File: config.mk
export PLATFORM = sky130hd
export DESIGN_NAME = sdoi_top
export DESIGN_NICKNAME = d
export VERILOG_FILES = /design/src/inc/sdoi_pkg.sv /design/src/design/sdoi_top.sv /design/src/design/sdoi_hist_mem.sv /design/src/design/sdoi_err_flag.sv
export SDC_FILE = /design/constraint.sdc
export NUM_CORES = 1
export LEC_CHECK = 0
export ABC_AREA = 1
export CORE_MARGIN = 10
export CORE_UTILIZATION = 50
export CTS_BUF_LIST = sky130_fd_sc_hd__clkbuf_8
export CTS_CLUSTER_DIAMETER = 200
export DETAILED_ROUTE_END_ITERATION = 16
export DONT_BUFFER_PORTS = 1
export PLACE_DENSITY_LB_ADDON = 0.08
export SLEW_MARGIN = 0
export SYNTH_ARGS = -nofsm -noshare
export SYNTH_HDL_FRONTEND = slang
export SYNTH_HIERARCHICAL = 1
export SYNTH_SLANG_ARGS = --single-unit
File: constraint.sdc
create_clock -name ref_clk -period 2.1 [get_ports ref_clk]
set_clock_uncertainty 0.2 [all_clocks]
set_input_delay 0.21 -clock ref_clk [delete_from_list [all_inputs] [get_ports ref_clk]]
set_output_delay 0.21 -clock ref_clk [all_outputs]
set_load 0.005 [all_outputs]
File: src/inc/sdoi_pkg.sv
// Constants and carrier types of the axis 1 output process image.
// Assumes one clock domain and a word-wide AHB-Lite register view.
package sdoi_pkg;

  // Image size and word layout
  localparam int IMG_BYTES = 32;
  localparam int IMG_WORDS = IMG_BYTES / 4;
  localparam int W_CTRL = 0;
  localparam int W_DRIVE = 1;
  localparam int W_DIAG = 2;
  localparam int W_FB = 4;

  // Bit positions inside their words
  localparam int BIT_PATH_A = 0;
  localparam int BIT_SWOFF_ACK = 1;
  localparam int BIT_STAGE = 2;
  localparam int BIT_ENC_ACK = 16;
  localparam int BIT_GROUP = 0;
  localparam int RSV_LSB = 16;
  localparam int RSV_MSB = 23;
  localparam int BIT_FB_ACT = 16;
  localparam int BIT_FB_ACK = 17;
  localparam int BIT_FB_REF = 18;

  // Writable bits per image word; reserved bits read as zero
  localparam logic [31:0] IMG_WMASK [IMG_WORDS] = '{
    32'h0001_0007, 32'h0000_0001, 32'h0000_FFFF, 32'h0000_0000,
    32'h0007_0000, 32'h0000_0000, 32'h0000_0000, 32'h0000_0000};

  // Extra register byte offsets
  localparam logic [7:0] OFS_STATUS = 8'h20;
  localparam logic [7:0] OFS_HIST_IDX = 8'h24;
  localparam logic [7:0] OFS_HIST_DATA = 8'h28;

  // Diagnostic message codes
  localparam int DIAG_BITS = 16;
  localparam logic [15:0] DIAG_CODE_BASE = 16'hD300;

  // Error flag indexes
  localparam int ERR_SWOFF = 0;
  localparam int ERR_ENC = 1;
  localparam int ERR_FB = 2;
  localparam int ERR_N = 3;

  // Defaults and reset values
  localparam int LOGIC_CYCLE_CLKS = 100;
  localparam int HIST_DEPTH_DEF = 16;
  localparam logic [31:0] WORD_RST = 32'h0000_0000;

  typedef struct packed {
    logic path_a_enable;
    logic output_stage_enable;
    logic group_error_status;
    logic feedback_activate;
    logic feedback_set_reference;
  } sdoi_drive_t;

  typedef struct packed {
    logic [IMG_WORDS-1:0][31:0] shadow;
    logic [IMG_WORDS-1:0][31:0] active;
    logic [DIAG_BITS-1:0] pend;
    logic [ERR_N-1:0] ack_pulse;
    logic ref_pulse;
    logic tick;
    logic [15:0] cyc_cnt;
    logic [7:0] wr_ptr;
    logic [7:0] count;
    logic [7:0] hist_idx;
    logic dph_we;
    logic [5:0] dph_idx;
    logic [31:0] hrdata;
  } sdoi_state_t;

endpackage : sdoi_pkg

File: src/design/sdoi_top.sv
// Axis 1 output process image with AHB-Lite register access.
// Assumes a single AHB-Lite master, word transfers, and error detectors on ref_clk.
`timescale 1ns/1ns

// Contract
// RQ1: Output image holds at most 32 bytes of control data.
// RQ2: Bit 0.0 enables torque switch-off path A of axis 1.
// RQ3: Bit 0.1 acknowledges a switch-off path error of axis 1.
// RQ4: Bit 0.2 tells the drive its axis 1 output stage is enabled.
// RQ5: Bit 2.0 acknowledges an encoder supply voltage error of axis 1.
// RQ6: Bit 4.0 is passed to the drive as axis 1 group error status.
// RQ7: Falling edge on bit 8.0 to 9.7 logs code 0xD300 plus bit number.
// RQ8: Bit 18.0 activates the axis 1 primary feedback module.
// RQ9: Bit 18.1 acknowledges a primary feedback module error of axis 1.
// RQ10: Bit 18.2 sets the reference position of the primary feedback module.
// RQ11: Reserved drive command bits of byte 6 have no effect.
module sdoi_top #(
  parameter int CYCLE_CLKS = sdoi_pkg::LOGIC_CYCLE_CLKS,
  parameter int HIST_DEPTH = sdoi_pkg::HIST_DEPTH_DEF
) (
  // Clock and reset
  input wire logic ref_clk,
  input wire logic rst,
  // AHB-Lite slave
  input wire logic hsel,
  input wire logic [31:0] haddr,
  input wire logic [1:0] htrans,
  input wire logic hwrite,
  input wire logic [2:0] hsize,
  input wire logic [31:0] hwdata,
  input wire logic hready,
  output logic hreadyout,
  output logic hresp,
  output logic [31:0] hrdata,
  // Error detectors of axis 1
  input wire logic [sdoi_pkg::ERR_N-1:0] err_detect,
  // Drive side
  output sdoi_pkg::sdoi_drive_t drive,
  output logic [sdoi_pkg::ERR_N-1:0] err_active
);
  import sdoi_pkg::*;

  localparam int PW = $clog2(HIST_DEPTH);

  if (CYCLE_CLKS < 2 || CYCLE_CLKS > 65535 || HIST_DEPTH < 2 || HIST_DEPTH > 128
      || (1 << PW) != HIST_DEPTH)
  begin : g_bad_param
    $error("sdoi_top: unsupported CYCLE_CLKS or HIST_DEPTH");
  end

  sdoi_state_t s_q;
  sdoi_state_t s_d;
  logic [DIAG_BITS-1:0] falls;
  logic [3:0] pick;
  logic mem_we;
  logic [15:0] mem_code;
  logic [15:0] mem_rdata;
  logic ap;
  logic [7:0] ap_ofs;
  logic ap_map;

  // Index of the lowest set bit
  function automatic logic [3:0] lowest(input logic [DIAG_BITS-1:0] v);
    logic [3:0] r;
    r = 4'h0;
    for (int i = DIAG_BITS - 1; i >= 0; i--)
    begin
      if (v[i])
      begin
        r = 4'(i);
      end
    end
    return r;
  endfunction : lowest

  // Register read decode
  function automatic logic [31:0] rd_word(input sdoi_state_t st, input logic [7:0] ofs,
                                          input logic [ERR_N-1:0] errs, input logic [15:0] hd);
    logic [31:0] r;
    r = 32'h0000_0000;
    if (ofs < 8'(IMG_BYTES))
    begin
      r = st.shadow[ofs[4:2]] & IMG_WMASK[ofs[4:2]];
    end
    else if (ofs == OFS_STATUS)
    begin
      r[ERR_N-1:0] = errs;
      r[8] = st.active[W_CTRL][BIT_PATH_A];
      r[9] = st.active[W_CTRL][BIT_STAGE];
      r[10] = st.active[W_DRIVE][BIT_GROUP];
      r[11] = st.active[W_FB][BIT_FB_ACT];
      r[23:16] = st.count;
    end
    else if (ofs == OFS_HIST_IDX)
    begin
      r[7:0] = st.hist_idx;
    end
    else if (ofs == OFS_HIST_DATA)
    begin
      r[15:0] = hd;
    end
    return r;
  endfunction : rd_word

  always_comb
  begin
    s_d = s_q;
    ap = hsel && htrans[1] && hready;
    ap_ofs = haddr[7:0];
    ap_map = (haddr[31:8] == 24'h00_0000) && (haddr[1:0] == 2'b00);
    // Bus write data phase; only the image words and the index take data
    s_d.dph_we = ap && hwrite && ap_map;
    s_d.dph_idx = ap_ofs[7:2];
    if (s_q.dph_we)
    begin
      if (s_q.dph_idx < 6'(IMG_WORDS)) // [RQ1]
      begin
        // Reserved bits, byte 6 included, never store
        s_d.shadow[s_q.dph_idx[2:0]] = (s_q.shadow[s_q.dph_idx[2:0]] & ~IMG_WMASK[s_q.dph_idx[2:0]])
                                       | (hwdata & IMG_WMASK[s_q.dph_idx[2:0]]); // [RQ11]
      end
      else if (s_q.dph_idx == OFS_HIST_IDX[7:2])
      begin
        s_d.hist_idx = hwdata[7:0];
      end
    end
    // Logic cycle: the written image becomes the acting image
    s_d.tick = (s_q.cyc_cnt == 16'(CYCLE_CLKS - 1));
    s_d.cyc_cnt = s_d.tick ? 16'h0000 : s_q.cyc_cnt + 16'h0001;
    s_d.ack_pulse = '0;
    s_d.ref_pulse = 1'b0;
    falls = '0;
    if (s_q.tick)
    begin
      s_d.active = s_q.shadow; // [RQ2] [RQ4] [RQ6] [RQ8]
      falls = s_q.active[W_DIAG][DIAG_BITS-1:0] & ~s_q.shadow[W_DIAG][DIAG_BITS-1:0]; // [RQ7]
      s_d.ack_pulse[ERR_SWOFF] = s_q.shadow[W_CTRL][BIT_SWOFF_ACK] & ~s_q.active[W_CTRL][BIT_SWOFF_ACK]; // [RQ3]
      s_d.ack_pulse[ERR_ENC] = s_q.shadow[W_CTRL][BIT_ENC_ACK] & ~s_q.active[W_CTRL][BIT_ENC_ACK]; // [RQ5]
      s_d.ack_pulse[ERR_FB] = s_q.shadow[W_FB][BIT_FB_ACK] & ~s_q.active[W_FB][BIT_FB_ACK]; // [RQ9]
      s_d.ref_pulse = s_q.shadow[W_FB][BIT_FB_REF] & ~s_q.active[W_FB][BIT_FB_REF]; // [RQ10]
    end
    // One history entry per clock, lowest message bit first
    pick = lowest(s_q.pend);
    mem_we = |s_q.pend;
    mem_code = DIAG_CODE_BASE + 16'(pick); // [RQ7]
    s_d.pend = s_q.pend;
    if (mem_we)
    begin
      s_d.pend[pick] = 1'b0;
      s_d.wr_ptr = 8'(s_q.wr_ptr + 8'h01) & 8'(HIST_DEPTH - 1);
      if (s_q.count != 8'(HIST_DEPTH))
      begin
        s_d.count = s_q.count + 8'h01;
      end
    end
    s_d.pend = s_d.pend | falls;
    // Reads see a write made in the data phase just before
    if (ap && !hwrite)
    begin
      s_d.hrdata = ap_map ? rd_word(s_d, ap_ofs, err_active, mem_rdata) : 32'h0000_0000;
    end
  end

  always_ff @(posedge ref_clk)
  begin
    if (rst)
    begin
      s_q <= '0;
    end
    else
    begin
      s_q <= s_d;
    end
  end

  for (genvar g = 0; g < ERR_N; g++)
  begin : g_err
    sdoi_err_flag u_flag (
      .ref_clk(ref_clk),
      .rst(rst),
      .detect(err_detect[g]),
      .ack(s_q.ack_pulse[g]),
      .flag_q(err_active[g])
    );
  end

  sdoi_hist_mem #(
    .WIDTH(16),
    .DEPTH(HIST_DEPTH)
  ) u_hist (
    .ref_clk(ref_clk),
    .rst(rst),
    .wr_en(mem_we),
    .wr_addr(s_q.wr_ptr[PW-1:0]),
    .wr_data(mem_code),
    .rd_addr(s_q.hist_idx[PW-1:0]),
    .rd_data(mem_rdata)
  );

  assign hreadyout = 1'b1;
  assign hresp = 1'b0;
  assign hrdata = s_q.hrdata;
  assign drive.path_a_enable = s_q.active[W_CTRL][BIT_PATH_A]; // [RQ2]
  assign drive.output_stage_enable = s_q.active[W_CTRL][BIT_STAGE]; // [RQ4]
  assign drive.group_error_status = s_q.active[W_DRIVE][BIT_GROUP]; // [RQ6]
  assign drive.feedback_activate = s_q.active[W_FB][BIT_FB_ACT]; // [RQ8]
  assign drive.feedback_set_reference = s_q.ref_pulse; // [RQ10]
endmodule : sdoi_top

File: src/design/sdoi_hist_mem.sv
// Diagnostic history memory, one code per word.
// Assumes the writer and reader share ref_clk; read data is registered.
`timescale 1ns/1ns
module sdoi_hist_mem #(
  parameter int WIDTH = 16,
  parameter int DEPTH = 16,
  parameter int AW = $clog2(DEPTH)
) (
  // Clock and reset
  input wire logic ref_clk,
  input wire logic rst,
  // Write side
  input wire logic wr_en,
  input wire logic [AW-1:0] wr_addr,
  input wire logic [WIDTH-1:0] wr_data,
  // Read side
  input wire logic [AW-1:0] rd_addr,
  output logic [WIDTH-1:0] rd_data
);
  logic [WIDTH-1:0] mem [DEPTH];

  if (WIDTH < 1 || DEPTH < 2 || (1 << AW) < DEPTH)
  begin : g_bad_param
    $error("sdoi_hist_mem: unsupported WIDTH or DEPTH");
  end

  always_ff @(posedge ref_clk)
  begin
    if (wr_en)
    begin
      mem[wr_addr] <= wr_data;
    end
  end

  always_ff @(posedge ref_clk)
  begin
    if (rst)
    begin
      rd_data <= '0;
    end
    else
    begin
      rd_data <= mem[rd_addr];
    end
  end
endmodule : sdoi_hist_mem

File: src/design/sdoi_err_flag.sv
// Sticky error flag cleared by an acknowledge pulse.
// Assumes detect and ack are synchronous to ref_clk.
`timescale 1ns/1ns
module sdoi_err_flag (
  // Clock and reset
  input wire logic ref_clk,
  input wire logic rst,
  // Event and clear
  input wire logic detect,
  input wire logic ack,
  // Flag
  output logic flag_q
);
  logic flag_d;

  // A new detection beats a clear in the same cycle
  always_comb
  begin
    flag_d = detect | (flag_q & ~ack); // [RQ3] [RQ5] [RQ9]
  end

  always_ff @(posedge ref_clk)
  begin
    if (rst)
    begin
      flag_q <= 1'b0;
    end
    else
    begin
      flag_q <= flag_d;
    end
  end
endmodule : sdoi_err_flag

==> flow_metrics.tcl <==
set metrics [dict create \
    outcome "complete, but fails checks" \
    violations "negative hold slack" \
    ant_nets 0 \
    hold_path.startpoint "rst" \
    wirelength_um 53300 \
    cts_tree "done" \
    async_flop_share_pct 0 \
    gp_congestion 0.869 \
    grt_pass1_vias 15190 \
    fp.coreArea_mm2 0.0398 \
    critical_path_class "reg -> reg" \
    worst_pin_slew_ns 0.687 \
    hold_slack_ns -0.498 \
    cp.required_ns 2.41 \
    r2r_start "s_q[37]" \
    n_antenna_cell 0 \
    synth-seq-cells 479 \
    clkSinkCount 479 \
    viasPerCell 4.88 \
    slowest_delay_ns 0.32 \
    ios 119 \
    vias 15543 \
    total_power_uw 18400 \
    drive_gt1_share_pct 11.8 \
    overflow 0 \
    grt_max_degree 187 \
    cp_slowest_cell "dfxtp_2" \
    grt_first_pass_wirelength_um 82600 \
    critPathMaxFanout 3 \
    synthTopCellsByCount "nand2_1, inv_1, edfxtp_1" \
    fill_cells 3434 \
    initialDrtViolationCount 1152 \
    final.min_clock_period_ns 2.06 \
    slew_violations 0 \
    fp-row-count 73 \
    clockRootBuffer "clkbuf_8" \
    postPlaceCellArea_mm2 0.0217 \
    synth.area.top_cells "edfxtp_1, dfxtp_1, nand2_1, inv_1, nand3_1" \
    cp-start-kind "flop" \
    end_kind "flop" \
    ys_types 55 \
    synth-seq-area-share_pct 60.3 \
    min_period_over_period_pct 98.3 \
    syn_area_mm2 0.0202 \
    p_leak_uw 0.0107 \
    die_area_mm2 0.0487 \
    rrSetupSlack_ns 0.04 \
    port_buffers 0 \
    initial_utilization_pct 50.6 \
    synth_most_common_cell "nand2_1" \
    antenna_found_initial 0 \
    min_path_type "in -> reg" \
    peakVddDrop_v 0.000447 \
    dp_hpwl_um 34600 \
    track_usage_pct 21.7 \
    final-hold-violation-count 80 \
    synth_ff_type "edfxtp_1" \
    setup_violations 0 \
    crit_arrival_ns 2.38 \
    rsz0062_at_grt "true" \
    dieWidth_um 221 \
    finalSetupTns_ns 0 \
    clockBufferDepth 3 \
    synth_edf_count 256 \
    startpoint "s_q[37]" \
    die_h_um 221 \
    finalNonFillerCells 3185 \
    relSlewSlack_pct 54.2 \
    clkLatencyLatePin_ns 0.65 \
    wl_per_cell_um 16.7 \
    finish.instance_area_mm2 0.0250 \
    syn_inst 2230 \
    ys_warn_count 6 \
    dp.cells 2890 \
    synth_top_area_share_pct 38.1 \
    cts_buffers 81 \
    htree_levels 3 \
    remaining_drc_errors 0 \
    path_cells "inv_2 -> nand2_4 -> nor2_4 -> nand2_2 -> nor3_4 -> buf_6 -> nor2_4 -> a21oi_2 -> o21ai_1 -> o211ai_2 -> o21ai_1 -> nand2_1 -> a21oi_1" \
    yosysTopAreaCell "edfxtp_1" \
    p_per_area_mw_per_mm2 737 \
    maxCapViolations 0 \
    cts.clk_slew.worst_paths_ns 0.06 \
    drtPass1Iterations 5 \
    area_delta_synth_final_pct 23.9 \
    nNetsFinal 2674 \
    syn_avg_cell_area_um2 9.04 \
    max_freq_mhz 485 \
]
-- final cells by class --
type	instances	area, µm²	area share [%]
multi-input cells	1486	6910	27.7
clock inverters	47	219	0.876
inverters	323	1220	4.90
repair buffers	222	2380	9.52
clock buffers	103	1420	5.67
flip-flops and latches	479	12200	48.7
well taps	525	657	2.63
-- cells in the final DEF, fill, tap and decap left out, types with 9 or more instances in the layout --
cell	instances
a211oi_1	16
a21oi_1	61
buf_12	27
buf_4	58
clkbuf_8	103
clkinv_1	9
clkinv_2	10
conb_1	202
dfxtp_1	208
dfxtp_2	12
dlygate4sd3_1	131
edfxtp_1	256
inv_1	326
inv_2	19
mux2i_1	11
nand2_1	558
nand3_1	213
nand4_1	17
nor2_1	177
nor2_2	22
nor2_4	9
nor3_1	15
o211ai_1	9
o21ai_0	31
o21ai_1	26
o22ai_1	24
-- worst max-delay path: cells and delay by family, from the launching register on --
kind | cells | cell delay [ns]
AO/OA/AOI/OAI | 5 | 0.61
AND/OR/NAND/NOR | 6 | 0.61
flip-flops | 1 | 0.32
buffers and inverters | 2 | 0.21
-- metal layers --
metal	track usage [%]	part of all wire, %	wire (µm)
met1	26.0	41	21600
met5	0	0	0
met2	38.0	50	26700
met3	3.67	5.6	3000
met4	9.23	3.7	1990
-- path summary, 6_finish.rpt --
| path | to | cells after the start |
|---|---|---|
| max | hrdata[18] | 13 |
| min | s_q[50] | 1 |
| max reg2reg | hrdata[18] | 13 |
| min reg2reg | s_q[63] | 1 |
-- timing repair --
item	in CTS	in global routing
gates resized for setup	3	62
gates cloned	0	2
endpoints found under the hold margin	223	88
hold buffers	122	10
setup endpoints to repair	20	341
buffers inserted	1	10
pin swaps	0	17
-- report_power, final --
part           switching (µW)  internal (µW)
Sequential               24.7           9860
Clock                    3710           4520
Combinational             207            107
-- registers in the layout, summed over array words and instances, names as in the netlist --
signal / flops
u_hist/rd_data: 16
s_q: 175
u_hist/mem: 256
hrdata: 24
g_err.u_flag/flag_q: 3
drive: 5
-- kinds of logic after synthesis --
family	after synthesis	share of synthesized area, %
other	2	0.0373
adders and majority gates	4	0.248
AOI/OAI and AO/OA	205	6.16
xor gates and xnor gates	6	0.261
buffers and inverters	465	9.99
DFF	479	60.3
muxes	11	0.546
and+or+nand+nor	1058	22.5
-- through the flow --
| stage | worst slack [ns] | utilization [%] |
|---|---|---|
| final | 0.0364 | 62.7 |
| after global routing | -0.0708 | 62.7 |
| after CTS | -0.0405 | 61.7 |
| after detailed placement | -0.0866 | 54.5 |
| after global placement | -0.0186 | 54.5 |
| after floorplan | -0.201 | - |
Power figures use the tool's default switching activity.
